`src/core/arc_pkg.sv`:
```
// Package of register map, field positions and codes for result conditioning.
// Function
// - REF bit one selects external reference
// - Eight gain steps, zero to seven dB
// - Out-of-range when input exceeds reference
// - Range flag shares data pipeline latency
// - Offset enabled subtracts offset from result
// - Test modes replace input with internal voltages
// - Data pins driven only while enable low
// - Full-scale codes at plus/minus reference
// - Two address bits select four registers
// - Offset control bit zero enables compensation
// - Format bit: zero binary, one twos complement
// - Test codes 000 and 100 normal
package arc_pkg;
	localparam int DATA_W = 14;
	localparam logic [1:0] ADDR_RESULT = 2'h0;
	localparam logic [1:0] ADDR_GAIN = 2'h1;
	localparam logic [1:0] ADDR_OFFSET = 2'h2;
	localparam logic [1:0] ADDR_CONTROL = 2'h3;
	localparam int CTL_PWD = 13;
	localparam int CTL_REF = 12;
	localparam int CTL_FOR = 11;
	localparam int CTL_TM_LO = 8;
	localparam int CTL_OFF = 7;
	localparam int GAIN_W = 3;
	localparam int OFS_W = 8;
	localparam logic [13:0] RST_GAIN = 14'h0000;
	localparam logic [13:0] RST_OFFSET = 14'h0000;
	localparam logic [13:0] RST_CONTROL = 14'h0000;
	localparam logic [13:0] MID_CODE = 14'h2000;
	localparam logic [13:0] POS_FULL = 14'h1fff;
	localparam logic [13:0] NEG_FULL = 14'h2000;
	localparam int PIPE_DEPTH = 2;
	typedef enum logic [2:0] {
		TM_NORMAL = 3'h0, TM_BOTH_NEG = 3'h1, TM_HALF_NEG = 3'h2,
		TM_POS_NEG = 3'h3, TM_NORMAL2 = 3'h4, TM_BOTH_POS = 3'h5,
		TM_NEG_HALF = 3'h6, TM_NEG_POS = 3'h7
	} arc_test_type;
endpackage : arc_pkg

```
`src/core/arc_cfg_if.sv`:
```
// Interface carrying register settings into the conversion pipeline.
`timescale 1ns/1ps
interface arc_cfg_if;
	logic offsetEnable;
	logic twosComp;
	logic signed [7:0] offsetValue;
	modport regs (output offsetEnable, output twosComp, output offsetValue);
	modport pipe (input offsetEnable, input twosComp, input offsetValue);
endinterface : arc_cfg_if

```
`src/core/arc_conditioning.sv`:
```
// Top: register file, test input selection and three-state data port.
`timescale 1ns/1ps
module arc_conditioning (
	input wire logic core_clk,
	input wire logic arst_n,
	input wire logic csN,
	input wire logic weN,
	input wire logic oeN,
	input wire logic [1:0] regSelect,
	input wire logic [13:0] dataIn,
	output logic [13:0] dataOut,
	output logic dataOeN,
	input wire logic sampleValid,
	input wire logic signed [13:0] coreCode,
	input wire logic coreOver,
	output logic externalRefSelect,
	output logic [2:0] inputGainSetting,
	output logic [2:0] test_input_select,
	output logic testInputActive,
	output logic powerDown,
	output logic out_of_range_flag,
	output logic resultValid
);
	logic [2:0] csS_r, weS_r, oeS_r;
	logic [13:0] gain_r, offset_r, control_r;
	logic [13:0] readMux, resultCode, rd_r;
	logic writeStrobe, readActive, wroteGain, wroteOffset, wroteControl;
	logic [2:0] tm;
	logic weLevel_r;
	arc_cfg_if cfg ();

	// Strobes csN, weN, oeN from the host are async: three stages, act when last two agree.
	always_ff @(posedge core_clk or negedge arst_n)
	begin
		if (!arst_n)
		begin
			csS_r <= 3'h7;
			weS_r <= 3'h7;
			oeS_r <= 3'h7;
			weLevel_r <= 1'b1;
		end
		else
		begin
			csS_r <= {csS_r[1:0], csN};
			weS_r <= {weS_r[1:0], weN};
			oeS_r <= {oeS_r[1:0], oeN};
			if (weS_r[2] == weS_r[1])
				weLevel_r <= weS_r[2];
		end
	end

	// Write taken when the strobe settles high after a settled low, so a
	// single metastable sample on the pin cannot start a second write.
	assign writeStrobe = (weS_r[2:1] == 2'b11) && !weLevel_r &&
		(csS_r[2:1] == 2'b00);
	assign readActive = (oeS_r[2:1] == 2'b00) && (csS_r[2:1] == 2'b00);
	assign wroteGain = writeStrobe && (regSelect == arc_pkg::ADDR_GAIN);
	assign wroteOffset = writeStrobe && (regSelect == arc_pkg::ADDR_OFFSET);
	assign wroteControl = writeStrobe && (regSelect == arc_pkg::ADDR_CONTROL);

	always_ff @(posedge core_clk or negedge arst_n)
	begin
		if (!arst_n)
		begin
			gain_r <= arc_pkg::RST_GAIN;
			offset_r <= arc_pkg::RST_OFFSET;
			control_r <= arc_pkg::RST_CONTROL;
		end
		else
		begin
			if (wroteGain)
				gain_r <= {11'h000, dataIn[2:0]};
			if (wroteOffset)
				offset_r <= {6'h00, dataIn[7:0]};
			if (wroteControl)
				control_r <= dataIn;
		end
	end

	assign externalRefSelect = control_r[arc_pkg::CTL_REF];
	assign inputGainSetting = gain_r[2:0];
	assign powerDown = control_r[arc_pkg::CTL_PWD];
	assign tm = control_r[arc_pkg::CTL_TM_LO +: 3];
	assign test_input_select = tm;
	assign testInputActive = (tm != 3'(arc_pkg::TM_NORMAL)) &&
		(tm != 3'(arc_pkg::TM_NORMAL2));
	assign cfg.offsetEnable = !control_r[arc_pkg::CTL_OFF];
	assign cfg.twosComp = control_r[arc_pkg::CTL_FOR];
	assign cfg.offsetValue = offset_r[7:0];

	arc_result_pipe i_arc_result_pipe (
		.core_clk(core_clk),
		.arst_n(arst_n),
		.cfg(cfg),
		.sampleValid(sampleValid),
		.sampleCode(coreCode),
		.sampleOver(coreOver),
		.resultCode(resultCode),
		.resultOver(out_of_range_flag),
		.resultValid(resultValid)
	);

	assign readMux = (regSelect == arc_pkg::ADDR_RESULT) ? resultCode :
		(regSelect == arc_pkg::ADDR_GAIN) ? gain_r :
		(regSelect == arc_pkg::ADDR_OFFSET) ? offset_r : control_r;

	always_ff @(posedge core_clk or negedge arst_n)
	begin
		if (!arst_n)
			rd_r <= 14'h0000;
		else
			rd_r <= readMux;
	end

	assign dataOut = rd_r;
	// Enable is low while driving; released whenever not read.
	assign dataOeN = !readActive;

	// Pin history is checked, not the synchroniser, so that a broken
	// synchroniser cannot hide behind its own decode.
	chk_oe_release: assert property (
		@(posedge core_clk) disable iff (!arst_n)
		$past(oeN, 2) && $past(oeN, 3) |-> dataOeN)
		else $error("Data port driven with enable high.");
	chk_oe_drive: assert property (
		@(posedge core_clk) disable iff (!arst_n)
		(!$past(oeN, 2) && !$past(oeN, 3) && !$past(csN, 2)
		&& !$past(csN, 3)) |-> !dataOeN)
		else $error("Data port not driven during read.");
	chk_ref_select: assert property (
		@(posedge core_clk) disable iff (!arst_n)
		wroteControl |=> externalRefSelect == $past(dataIn[arc_pkg::CTL_REF]))
		else $error("Reference select not taken from write.");
	chk_gain_write: assert property (
		@(posedge core_clk) disable iff (!arst_n)
		wroteGain |=> inputGainSetting == $past(dataIn[2:0]))
		else $error("Gain setting not taken from write.");
	chk_test_normal: assert property (
		@(posedge core_clk) disable iff (!arst_n)
		(tm[1:0] == 2'b00) |-> !testInputActive)
		else $error("Normal test code routed a test input.");
	chk_test_apply: assert property (
		@(posedge core_clk) disable iff (!arst_n)
		(tm[1:0] != 2'b00) |-> (testInputActive && test_input_select == tm))
		else $error("Test input not applied.");
	chk_offset_zero: assert property (
		@(posedge core_clk) disable iff (!arst_n)
		(sampleValid && !control_r[arc_pkg::CTL_OFF] && offset_r == 14'h0000
		&& control_r[arc_pkg::CTL_FOR] && $stable(control_r))
		##2 $stable(control_r)
		|-> resultCode == $past(coreCode, 2))
		else $error("Result changed with zero offset.");
	chk_zero_code: assert property (
		@(posedge core_clk) disable iff (!arst_n)
		(sampleValid && coreCode == 14'h0000
		&& (control_r[arc_pkg::CTL_OFF] || offset_r == 14'h0000))
		##2 (!control_r[arc_pkg::CTL_FOR] && $stable(control_r))
		|-> resultCode == arc_pkg::MID_CODE)
		else $error("Zero input not mid code in binary.");
	chk_over_latency: assert property (
		@(posedge core_clk) disable iff (!arst_n)
		sampleValid ##1 !sampleValid ##1 1'b1
		|-> out_of_range_flag == $past(coreOver, 2))
		else $error("Range flag does not follow sample.");

	cov_write_ctl: cover property (@(posedge core_clk) disable iff (!arst_n)
		wroteControl);
	cov_read: cover property (@(posedge core_clk) disable iff (!arst_n)
		!dataOeN);
	cov_over: cover property (@(posedge core_clk) disable iff (!arst_n)
		out_of_range_flag && resultValid);
endmodule : arc_conditioning

```
`src/core/arc_result_pipe.sv`:
```
// Result pipeline: offset subtraction, clamping, format and range flag.
`timescale 1ns/1ps
module arc_result_pipe (
	input wire logic core_clk,
	input wire logic arst_n,
	arc_cfg_if.pipe cfg,
	input wire logic sampleValid,
	input wire logic signed [13:0] sampleCode,
	input wire logic sampleOver,
	output logic [13:0] resultCode,
	output logic resultOver,
	output logic resultValid
);
	logic signed [15:0] corrected;
	logic signed [13:0] clamped;
	logic [13:0] formatted;
	logic signed [13:0] stage_r;
	logic over_r;
	logic valid_r;

	// Subtraction is widened so a saturated sample cannot wrap.
	assign corrected = cfg.offsetEnable ?
		(16'(sampleCode) - 16'(cfg.offsetValue)) : 16'(sampleCode);
	assign clamped = (corrected > 16'sh1fff) ? 14'sh1fff :
		(corrected < -16'sh2000) ? -14'sh2000 : corrected[13:0];
	// Straight binary is the signed code with its top bit flipped.
	assign formatted = cfg.twosComp ? stage_r :
		(stage_r ^ arc_pkg::MID_CODE);

	always_ff @(posedge core_clk or negedge arst_n)
	begin
		if (!arst_n)
		begin
			stage_r <= 14'sh0000;
			over_r <= 1'b0;
			valid_r <= 1'b0;
			resultCode <= 14'h0000;
			resultOver <= 1'b0;
			resultValid <= 1'b0;
		end
		else
		begin
			valid_r <= sampleValid;
			resultValid <= valid_r;
			if (sampleValid)
			begin
				stage_r <= clamped;
				over_r <= sampleOver;
			end
			if (valid_r)
			begin
				resultCode <= formatted;
				resultOver <= over_r;
			end
		end
	end

	chk_flag_follows_data: assert property (@(posedge core_clk)
		disable iff (!arst_n)
		sampleValid |-> ##2 (resultValid && resultOver == $past(sampleOver, 2)))
		else $error("Range flag out of step with data.");
endmodule : arc_result_pipe
```
`config.mk`:
```
export PLATFORM = sky130hd
export DESIGN_NAME = arc_conditioning
export DESIGN_NICKNAME = d
export VERILOG_FILES = /design/src/core/arc_pkg.sv /design/src/core/arc_cfg_if.sv /design/src/core/arc_conditioning.sv /design/src/core/arc_result_pipe.sv
export SDC_FILE = /design/constraint.sdc
export NUM_CORES = 1
export LEC_CHECK = 0
export BUFFER_PORTS_ARGS = -buffer_cell sky130_fd_sc_hd__buf_2
export CAP_MARGIN = 25
export CORE_MARGIN = 3
export CORE_UTILIZATION = 40
export CTS_CLUSTER_DIAMETER = 100
export CTS_CLUSTER_SIZE = 14
export DETAILED_ROUTE_END_ITERATION = 12
export SLEW_MARGIN = 5
export SYNTH_ARGS = -nofsm -noshare
export SYNTH_HDL_FRONTEND = slang
export SYNTH_SLANG_ARGS = --single-unit
```
`constraint.sdc`:
```
create_clock -name core_clk -period 2.96 [get_ports core_clk]
set_input_delay 0.592 -clock core_clk [delete_from_list [all_inputs] [get_ports core_clk]]
set_output_delay 0.592 -clock core_clk [all_outputs]
set_load 0.02 [all_outputs]
```
Yosys cells after proc, flatten, opt, wreduce, memory -nomap -nowiden
Index checks and enable logic that the tools add are counted.
- add/sub/neg operators: 1
- order comparisons: 2
- eq/ne operators: 6
- multiplexer cells: 7
- bitwise operators: 1
- reduce and logical (&&, ||, !) cells: 13
- operators by type and width (cell ; count):
    14-bit two-way mux ; 6
    16-bit by 14-bit > comparator with 1-bit output (second input constant) ; 1
    16-bit by 14-bit < comparator with 1-bit output (second input constant) ; 1
    16-bit two-way mux ; 1
    14-bit by 8-bit subtractor with 15-bit output ; 1
    1-bit logical AND ; 7
    2-bit equality test (second input constant) ; 3
    2-bit logical NOT ; 3
    3-bit != test (second input constant) ; 1
    3-bit nonzero test ; 1
    2-bit by 1-bit equality test with 1-bit output (second input constant) ; 1
    1-bit logical NOT ; 2
    1-bit equality test ; 1
    1-bit inverter ; 1
- register bits: 81
- input bits: 37
- output and inout port bits: 26
- logic and storage cells: 44

Longest topological paths before layout
Gate-level depths: netlist of the first run.
- depth in word-level cells: 5
- depth in mapped cells: 11

By module
A second synthesis of the first run with hierarchy kept.
- cell total of the unflattened synthesis: 319
- area, all modules: 4112.7 um^2
- modules (own cells, without submodules) (module ; instances ; cells each ; area an instance (um^2) ; seq. area each (um^2)):
    arc_result_pipe ; 1 ; 205 ; 2167.1 ; 800.8
    arc_conditioning ; 1 ; 114 ; 1945.6 ; 1238.7

Worst setup path before layout of the first run
No wires, ideal clock.
- path type: input -> register
- start point: input coreCode[0]
- end point: register i_arc_result_pipe.stage_r[12]
- setup time: 0.123 ns
- arrival time: 2.288 ns
- setup slack: 0.549 ns
- cell stages on the path: 10
- buffers on the path: 0
- cells stage by stage: inv_1 > ha_1 > fa_1 > nand2b_1 > a21oi_1 > o21ai_1 > o311a_1 > a32o_1 > nand2_1 > a21oi_1
- word-level cells in the longest chain between the ends: 5
- elaborated cells between the ends (all ways): 6
- those cells by class: 1 x add/sub; 2 x order compare; 3 x mux
- RTL lines (item ; line ; text):
    start: declaration ; arc_conditioning.sv:14 ; input wire logic signed [13:0] coreCode,
    14-bit by 8-bit subtractor with 15-bit output ; arc_result_pipe.sv:23 ; (16'(sampleCode) - 16'(cfg.offsetValue)) : 16'(sampleCode);
    16-bit two-way mux * ; arc_result_pipe.sv:22 ; assign corrected = cfg.offsetEnable ?
    16-bit by 14-bit < comparator with 1-bit output ; arc_result_pipe.sv:25 ; (corrected < -16'sh2000) ? -14'sh2000 : corrected[13:0];
    14-bit two-way mux ; arc_result_pipe.sv:25 ;
    14-bit two-way mux * ; arc_result_pipe.sv:24 ; assign clamped = (corrected > 16'sh1fff) ? 14'sh1fff :
    end signal: assignment ; arc_result_pipe.sv:47 ; stage_r <= clamped;
    end: declaration ; arc_result_pipe.sv:17 ; logic signed [13:0] stage_r;
Mark *: on every way between the ends. The rest lies on a longest branch, timed or not.
A chain may end at the register's enable or synchronous reset.

Worst setup path after layout of the first run
- start point: register offset_r[7]
- end point: register i_arc_result_pipe.stage_r[12]
- word-level cells in the longest chain between the ends: 5
- elaborated cells between the ends (all ways): 6
- those cells by class: 1 x add/sub; 2 x order compare; 3 x mux
- RTL lines (item ; line ; text):
    start: declaration ; arc_conditioning.sv:25 ; logic [13:0] gain_r, offset_r, control_r;
    start signal: assignment ; arc_conditioning.sv:66 ; offset_r <= arc_pkg::RST_OFFSET;
    start signal: assignment ; arc_conditioning.sv:74 ; offset_r <= {6'h00, dataIn[7:0]};
    14-bit by 8-bit subtractor with 15-bit output * ; arc_result_pipe.sv:23 ;
    16-bit two-way mux * ; arc_result_pipe.sv:22 ;
    16-bit by 14-bit < comparator with 1-bit output ; arc_result_pipe.sv:25 ;
    14-bit two-way mux ; arc_result_pipe.sv:25 ;
    14-bit two-way mux * ; arc_result_pipe.sv:24 ;
Marked as above.

==> results of run 1 <==
state kept, by name, indices dropped and copies added (netlist names), 3 cells and up:
| name | flops |
|---|---|
| weS_r | 3 |
| dataOut | 14 |
| control_r | 14 |
| oeS_r | 3 |
| i_arc_result_pipe.stage_r | 14 |
| i_arc_result_pipe.resultCode | 14 |
| gain_r | 3 |
| offset_r | 8 |
| csS_r | 3 |
final cells by class:
| class | instances | area [sq um] | share of cell area |
|---|---|---|---|
| clock buffer | 12 | 145 | 0.0315 |
| clock inverter | 4 | 26.3 | 0.00570 |
| inverter | 11 | 41.3 | 0.00896 |
| multi-input combinational | 245 | 1820 | 0.396 |
| sequential | 81 | 2040 | 0.443 |
| tap | 133 | 166 | 0.0361 |
| timing repair buffer | 67 | 363 | 0.0788 |
cell usage after synthesis, types with 2 or more instances:
library cell / n
a21boi_0: 2
a21o_1: 2
a21oi_1: 16
a21oi_2: 11
a22o_1: 11
and2_1: 3
and3_1: 2
buf_2: 4
buf_4: 3
clkbuf_1: 13
dfrtp_1: 71
dfstp_2: 10
ha_1: 15
inv_1: 11
mux2_2: 34
mux2_4: 2
mux4_2: 3
nand2_1: 41
nand2b_1: 6
nand3_1: 3
nand4_1: 2
nor2_1: 21
nor2b_1: 2
nor3_1: 2
o211ai_1: 3
o211ai_2: 2
o21ai_0: 27
o21ai_1: 3
or3_1: 2
xnor2_1: 6
xor2_1: 4
power by group:
part           internal [mW]  switching [mW]
Clock                  0.331           0.385
Combinational          0.485           0.633
Sequential              1.36           0.128
Total                   2.17            1.15
cells in the final DEF (no fill, tap or decap), types with 11 or more instances in the layout:
master and instances:
buf_2 61, nand2_1 41, a22o_1 11, mux2_2 34, inv_1 11, dfrtp_1 71
a21oi_2 11, nor2_1 21, a21oi_1 16, o21ai_0 27, ha_1 15
cells by family after synthesis:
kind of cell               Yosys count  share of synthesized area
DFF                                 81                      0.505
muxes                               39                      0.119
and+or+nand+nor                     91                      0.105
AOI/OAI and AO/OA                   89                      0.155
xor gates and xnor gates            10                     0.0217
buffers and inverters               35                     0.0428
adders and majority gates           16                     0.0515
how the worst max path moves through the flow:
stage / depth (start not counted) / slack, ns / from / end
final: 9 / 0.26 / offset_r[7]$_DFFE_PN0P_ / i_arc_result_pipe.stage_r[12]$_DFFE_PN0P_
after global placement: 9 / 0.14 / coreCode[6] / i_arc_result_pipe.stage_r[12]$_DFFE_PN0P_
after detailed placement: 9 / 0.11 / coreCode[6] / i_arc_result_pipe.stage_r[12]$_DFFE_PN0P_
after CTS: 9 / 0.26 / offset_r[7]$_DFFE_PN0P_ / i_arc_result_pipe.stage_r[12]$_DFFE_PN0P_
after global routing: 9 / 0.09 / offset_r[7]$_DFFE_PN0P_ / i_arc_result_pipe.stage_r[0]$_DFFE_PN0P_
after floorplan: 10 / 0.55 / coreCode[0] / i_arc_result_pipe.stage_r[12]$_DFFE_PN0P_
critical path: stages, from the launching register on:
cell,delay [ns]
dfrtp_1,0.36
inv_1,0.27
ha_1,0.38
a21oi_1,0.22
a21boi_0,0.13
a311oi_2,0.34
a21oi_1,0.13
mux2_4,0.29
nor2_4,0.34
a21oi_1,0.12
layer usage:
layer  vias up  part of all wire  track usage
li1       1376                 -            -
met1      1302              0.50        0.230
met2        61              0.44        0.242
met3         9             0.042       0.0285
met4         0             0.015       0.0575
met5         -                 0            0
stage by stage:
step | cells | power (mW) | util
after floorplan | 361 | 2.33 | -
after global placement | 536 | 2.61 | 0.452
after detailed placement | 536 | 2.63 | 0.452
after CTS | 552 | 3.36 | 0.469
after global routing | 553 | 3.57 | 0.471
final | 553 | 3.32 | 0.471
==> flow_summary.ini, run 1 <==
[logic_synthesis]
ys_types = 55
syn_avg_cell_area_sq_um = 11.2
postSynthCellCount = 361
yosys.area.top_type = dfrtp_1
yosysTopAreaCellShare = 0.440
ys.flop_type = dfrtp_1
ys_seq_area_frac = 0.505
syn-cell-area_sq_um = 4040
syn_nets = 414
yosysWarnings = 0
ys_ff_latch = 81
synth.area.top_cells = dfrtp_1 (44%), mux2_2 (9.5%), dfstp_2 (6.5%)
synth_enable_flop_cells = 0
async_flop_share = 1.00

[place]
gp_congestion = 0.804
place_ws_ns = 0.111
portBuffers = 62
place_area_sq_um = 4410
dp_hpwl_microns = 6250

[critical_path]
critPathMaxFanout = 12
rr_startpoint = offset_r[7]$_DFFE_PN0P_
critPathLaunchType = register
cp_data_arrival_time_ns = 2.92
r2r-end = i_arc_result_pipe.stage_r[12]$_DFFE_PN0P_
crit_required_ns = 3.18
reg2reg_slack_ns = 0.26
path_class = reg -> reg
r2r_cells = 9
end_kind = register

[status]
status = finished, final reports clean

[power_and_ir_drop]
leakage_nw = 2.15
ir_worst_vdd_mv = 0.224
powerDensity_nw_per_um2 = 721

[die]
dieArea_sq_um = 11300
rows = 36
die_width_microns = 106
ios = 63
initial_core_util = 0.413
core-area_sq_um = 9770
die_height_microns = 106

[global_route]
grt_pass1_wl_microns = 14200
grt_pass1_vias = 2786
track_usage = 0.160
grt_overflow_total = 0
grt_max_degree = 82
antenna_found_initial = 0

[layout]
layout.nets = 468
area_growth_pct = 14.1
antenna_cells = 0
fillers = 936
drive_above_1_share = 0.355
postLayoutCellArea_sq_um = 4610

[clock_network]
clock-sinks = 81
cts_max_path_buffers = 2
holdBufCountCts = 0
cts.clk_slew.worst_paths_ns = 0.08
root_buffer = clkbuf_8
cts_made_buffers = 9
cts_resized = 0
h-tree-depth = 3
cts_tree = done
clock_latency_ns = 0.35
cts_setup_buffers = 0

[sta]
worst_slack_ns = 0.258
slew_headroom = 0.513
skew_ns = 0.0102
max_freq_ghz = 0.370
hold_violations = 0
finalSetupViolCount = 0
whs_ns = 0.221
drv_slew = 0
fin_crit_sh = 0.913
rsz0062_at_grt = false
worst_pin_slew_ns = 0.729
finalSetupTns_ns = 0
period_needed_ns = 2.70

[routing]
drc_errors = 0
num_vias = 2748
wl_microns = 8440
vias_per_cell = 4.97
wire_per_inst_microns = 15.3
firstDrtPassIters = 4
drtIter0Drc = 103
ant_nets = 0

[run]
maxCapViolations = 0

[worst_hold_path]
hold_class = in -> async
(Power assumes the default switching activity.)
==> inputs of run 2 (changes only) <==
--- a/config.mk
+++ b/config.mk
@@ -10,4 +10,5 @@
 export CORE_MARGIN = 3
 export CORE_UTILIZATION = 40
+export CTS_BUF_LIST = sky130_fd_sc_hd__clkbuf_4
 export CTS_CLUSTER_DIAMETER = 100
 export CTS_CLUSTER_SIZE = 14
==> constraint.sdc (replaced) <==
create_clock -name core_clk -period 2.96 [get_ports core_clk]
set_input_delay 0.296 -clock core_clk [delete_from_list [all_inputs] [get_ports core_clk]]
set_output_delay 0.296 -clock core_clk [all_outputs]
set_load 0.02 [all_outputs]
==> run 2 against run 1 <==
Clock skew increased by 0.0026 ns. Non-clock buffer count increased by 2. Final cell count increased by 0.36%. Clock-buffer cell count decreased by 3. Combinational power about the same. Worst setup slack improved by 0.024 ns. Critical path depth unchanged. Utilization about the same. Sequential power about the same. Power decreased by 2.7%. Final area about the same. First-iteration DRC count increased by 11%. Critical path type unchanged.
==> flow_summary.ini, run 2 (synthesis gave the netlist of run 1 again) <==
[die]
rows = 36
die_width_microns = 106
ios = 63
core-area_sq_um = 9770
die_height_microns = 106
initial_core_util = 0.413
dieArea_sq_um = 11300

[routing]
ant_nets = 0
vias_per_cell = 5.04
wire_per_inst_microns = 14.8
num_vias = 2798
firstDrtPassIters = 4
wl_microns = 8220
drtIter0Drc = 114
drc_errors = 0

[global_route]
grt_pass1_wl_microns = 13700
grt_max_degree = 82
grt_overflow_total = 0
antenna_found_initial = 0
grt_pass1_vias = 2760
track_usage = 0.155

[status]
status = finished, final reports clean

[sta]
worst_pin_slew_ns = 0.725
max_freq_ghz = 0.373
finalSetupViolCount = 0
rsz0062_at_grt = false
slew_headroom = 0.515
worst_slack_ns = 0.281
hold_violations = 0
skew_ns = 0.0128
fin_crit_sh = 0.905
period_needed_ns = 2.68
drv_slew = 0
whs_ns = 0.0888
finalSetupTns_ns = 0

[clock_network]
cts_setup_buffers = 0
clock-sinks = 81
holdBufCountCts = 3
cts_resized = 0
root_buffer = clkbuf_4
cts_tree = done
clock_latency_ns = 0.42
cts_max_path_buffers = 2
cts_made_buffers = 9
h-tree-depth = 3
cts.clk_slew.worst_paths_ns = 0.13

[critical_path]
critPathLaunchType = register
path_class = reg -> reg
r2r_cells = 9
cp_data_arrival_time_ns = 2.97
endpoint = i_arc_result_pipe.stage_r[0]$_DFFE_PN0P_
startpoint = offset_r[7]$_DFFE_PN0P_
reg2reg_slack_ns = 0.28
end_kind = register
r2r-end = i_arc_result_pipe.stage_r[0]$_DFFE_PN0P_
crit_required_ns = 3.25
rr_startpoint = offset_r[7]$_DFFE_PN0P_
critPathMaxFanout = 12

[power_and_ir_drop]
internal_power_mw = 2.10
powerDensity_nw_per_um2 = 702
combPwrFrac = 0.347
pwr-share-clk = 0.195
netSwitchingFraction = 0.350
total_power_mw = 3.23
power_frac_seq = 0.458
leakage_nw = 2.13
ir_worst_vdd_mv = 0.261
switching_power_mw = 1.13

[place]
gp_congestion = 0.825
dp_hpwl_microns = 6050
portBuffers = 62
place_ws_ns = 0.312

[layout]
area_growth_pct = 14.1
final_cell_mix = dfrtp_1 (71), buf_2 (61), nand2_1 (41)
antenna_cells = 0
mostFrequentLayoutCell = dfrtp_1
drive_above_1_share = 0.351
layout.nets = 470

[worst_hold_path]
hold_class = in -> reg

[run]
maxCapViolations = 0
run 2: cell types whose count changed in the layout (fill, tap and decap cells not counted), sizes merged:
cell | before | now
bufinv | 0 | 1
inv | 14 | 12
clkinvlp | 0 | 3
clkbuf | 12 | 9
clkinv | 1 | 2
buf | 67 | 65
dlygate4sd3 | 0 | 4
run 2: stage by stage:
| step | instance area [sq um] | utilization | instances |
|---|---|---|---|
| detailed placement | 4400 | 0.450 | 534 |
| global placement | 4400 | 0.450 | 534 |
| floorplan | 4040 | - | 361 |
| global route | 4600 | 0.471 | 555 |
| CTS | 4570 | 0.467 | 553 |
| finish | 4600 | 0.471 | 555 |
run 2: worst min path at each step:
stage                  startpoint                        to  cells past startpoint
6_report                dataIn[7]   offset_r[7]$_DFFE_PN0P_                      3
5_1_grt                 dataIn[7]   offset_r[7]$_DFFE_PN0P_                      3
4_1_cts                    arst_n     gain_r[2]$_DFFE_PN0P_                      1
3_5_place_dp   oeS_r[0]$_DFF_PN1_        oeS_r[1]$_DFF_PN1_                      0
3_3_place_gp   oeS_r[0]$_DFF_PN1_        oeS_r[1]$_DFF_PN1_                      0
2_1_floorplan              arst_n  control_r[0]$_DFFE_PN0P_                      0
run 2: per-layer routing:
layer  up-vias  global-route usage  share of wire
met5         -                   0              0
met4         0              0.0493          0.014
met3         9              0.0285          0.038
met2        62               0.229           0.43
met1      1342               0.230           0.51
li1       1385                   -              -
run 2: final cells by class:
cell class	instances	area (sq um)
repair buffers	69	395
clock inverters	7	70.1
inverters	11	41.3
clock buffers	9	67.6
fillers	961	5170
well taps	133	166
multi-input cells	245	1820
flip-flops and latches	81	2040
run 2: power by group through the flow:
stage	Sequential (mW)	Clock, mW	Combinational (mW)
floorplan	1.53	0	0.801
global placement	1.50	0	1.10
detailed placement	1.51	0	1.12
CTS	1.48	0.656	1.12
global route	1.51	0.700	1.25
finish	1.48	0.630	1.12
run 2: critical path, stage by stage, from the launching register on:
cell,delay (ns)
dfrtp_1,0.38
inv_1,0.24
ha_1,0.37
a21oi_1,0.22
a21boi_0,0.13
a311oi_2,0.34
a21oi_1,0.12
mux2_4,0.29
nor2_4,0.33
a21oi_1,0.12
==> inputs of run 3 (changes only) <==
- CORE_UTILIZATION: 40 -> 53
- PLACE_DENSITY: default -> 0.78
- clock period: 2.96 -> 2.4 ns (I/O delays scaled with it)
==> run 3 against run 2 <==
Power grew 28%. Final cell count shrank 3.4%. Critical path type unchanged. Worst setup slack lost 0.21 ns. Largest cell class unchanged.
==> flow_summary.ini, run 3 (synthesis gave the netlist of run 1 again) <==
[status]
status = finished, final reports clean

[critical_path]
crit_buf_inv = 2
rr_startpoint = offset_r[7]$_DFFE_PN0P_
crit_chain = clkinv_4, ha_2, and3_1, a31o_1, a31oi_4, mux2_4, nor2_4, buf_12, a21oi_1
slowest_stage = dfrtp_1
end_kind = register
path_class = reg -> reg
crit_required_ns = 2.73
critPathMaxStageDelay_ns = 0.40
critPathLaunchType = register
cp_data_arrival_time_ns = 2.65
crit_family = compound AO/OA/AOI/OAI gates
startpoint = offset_r[7]$_DFFE_PN0P_
critPathMaxFanout = 9

[layout]
fin_util = 0.652
postLayoutCellArea_sq_um = 4780
antenna_cells = 0
fillers = 609
stdcell_count = 536
area_growth_pct = 18.4
mostFrequentLayoutCell = dfrtp_1
layout.nets = 485
final_cell_mix = dfrtp_1 (71), buf_2 (61), nand2_1 (41)
drive_above_1_share = 0.410

[power_and_ir_drop]
leakage_nw = 2.20
powerDensity_nw_per_um2 = 863
ir_worst_vdd_mv = 0.364
total_power_mw = 4.12

[clock_network]
h-tree-depth = 3
root_buffer = clkbuf_4
clock-sinks = 81
cts_made_buffers = 9
cts.clk_slew.worst_paths_ns = 0.14
cts_tree = done
clock_latency_ns = 0.43
cts_max_path_buffers = 2

[sta]
max_freq_ghz = 0.430
fin_crit_sh = 0.969
slew_headroom = 0.534
skew_ns = 0.0160
rsz0062_at_grt = true
worst_pin_slew_ns = 0.697
finalSetupViolCount = 0
worst_slack_ns = 0.0733
drv_slew = 0
period_needed_ns = 2.33
hold_violations = 0

[die]
die_width_microns = 93.3
dieArea_sq_um = 8700
initial_core_util = 0.551
rows = 31
die_height_microns = 93.3
ios = 63
core-area_sq_um = 7330

[place]
numPlacedInstances = 513
place_ws_ns = -0.0819
place_area_sq_um = 4470
portBuffers = 62
gp_congestion = 0.881
dp_hpwl_microns = 5910

[global_route]
track_usage = 0.192
grt_max_degree = 82
grt_overflow_total = 0
grt_pass1_wl_microns = 13000
grt_pass1_vias = 2767
antenna_found_initial = 0

[routing]
wl_microns = 8130
wire_per_inst_microns = 15.2
num_vias = 2911
vias_per_cell = 5.43
ant_nets = 0
drc_errors = 0
firstDrtPassIters = 5
drtIter0Drc = 142

[worst_hold_path]
hold_class = in -> reg
hp-start = dataIn[7]

[run]
maxCapViolations = 0
[run 3: cell types whose count changed in the layout (fill, tap and decap cells not counted), moves of 2 or more]
cell	delta
a21oi_1	-6
ha_1	-6
inv_6	+2
a21oi_2	+5
buf_12	+2
buf_4	+13
ha_4	+5
o21ai_0	-2
[run 3: power by group]
part | leakage [nW] | switching (mW) | internal (mW)
clock | 0.0653 | 0.510 | 0.229
sequential | 0.954 | 0.172 | 1.67
combinational | 1.18 | 0.817 | 0.722
total | 2.20 | 1.50 | 2.62
[run 3: final timing paths]
kind | to | slack (ns) | cells after the start
worst max-delay path | i_arc_result_pipe.stage_r[0]$_DFFE_PN0P_ | 0.07 | 9
worst min-delay path | control_r[7]$_DFFE_PN0P_ | 0.02 | 3
worst max register to register | i_arc_result_pipe.stage_r[0]$_DFFE_PN0P_ | 0.07 | 9
worst min register to register | oeS_r[1]$_DFF_PN1_ | 0.36 | 0
max in group asynchronous | dataOut[12]$_DFF_PN0_ | 1.52 | 3
min in group asynchronous | dataOut[2]$_DFF_PN0_ | 0.30 | 2
[run 3: area by class of cell]
type / count / area, sq um / share of cell area
Tap cell: 99 / 124 / 0.0259
Sequential cell: 81 / 2040 / 0.427
Inverter: 11 / 46.3 / 0.00969
Clock buffer: 9 / 67.6 / 0.0141
Timing Repair Buffer: 83 / 505 / 0.106
Multi-Input combinational cell: 246 / 1940 / 0.405
Clock inverter: 7 / 57.6 / 0.0120
[run 3: layer usage]
| metal | wire length [microns] | GRT usage | vias to the layer above |
|---|---|---|---|
| li1 | - | - | 1412 |
| met1 | 3780 | 0.263 | 1398 |
| met2 | 3840 | 0.310 | 86 |
| met3 | 374 | 0.0298 | 15 |
| met4 | 142 | 0.0696 | 0 |
| met5 | 0 | 0 | - |
[run 3: per-stage QoR]
stage / hold WS [ns] / TNS [ns]
floorplan: -0.0556 / 0
global placement: 0.345 / -0.127
detailed placement: 0.347 / -0.792
CTS: 0.00599 / 0
global route: 0.0167 / -0.0384
finish: 0.0238 / 0
[run 3: worst reg2reg max path: cells and delay by family, from the launching register on]
family,cells,cell delay [ns]
fa+ha+maj,1,0.35
flops,1,0.40
buf+inv,2,0.29
mux,1,0.34
simple gates,2,0.32
compound gates,3,0.52
[run 3: repair_timing]
| item | CTS | global route |
|---|---|---|
| setup endpoints to repair | 12 | 13 |
| pin swaps | 0 | 6 |
| buffers inserted | 0 | 1 |
| cloned | 0 | 1 |
| hold buffers | 4 | 0 |
| hold endpoints to repair | 74 | 0 |
| gates resized for setup | 1 | 21 |
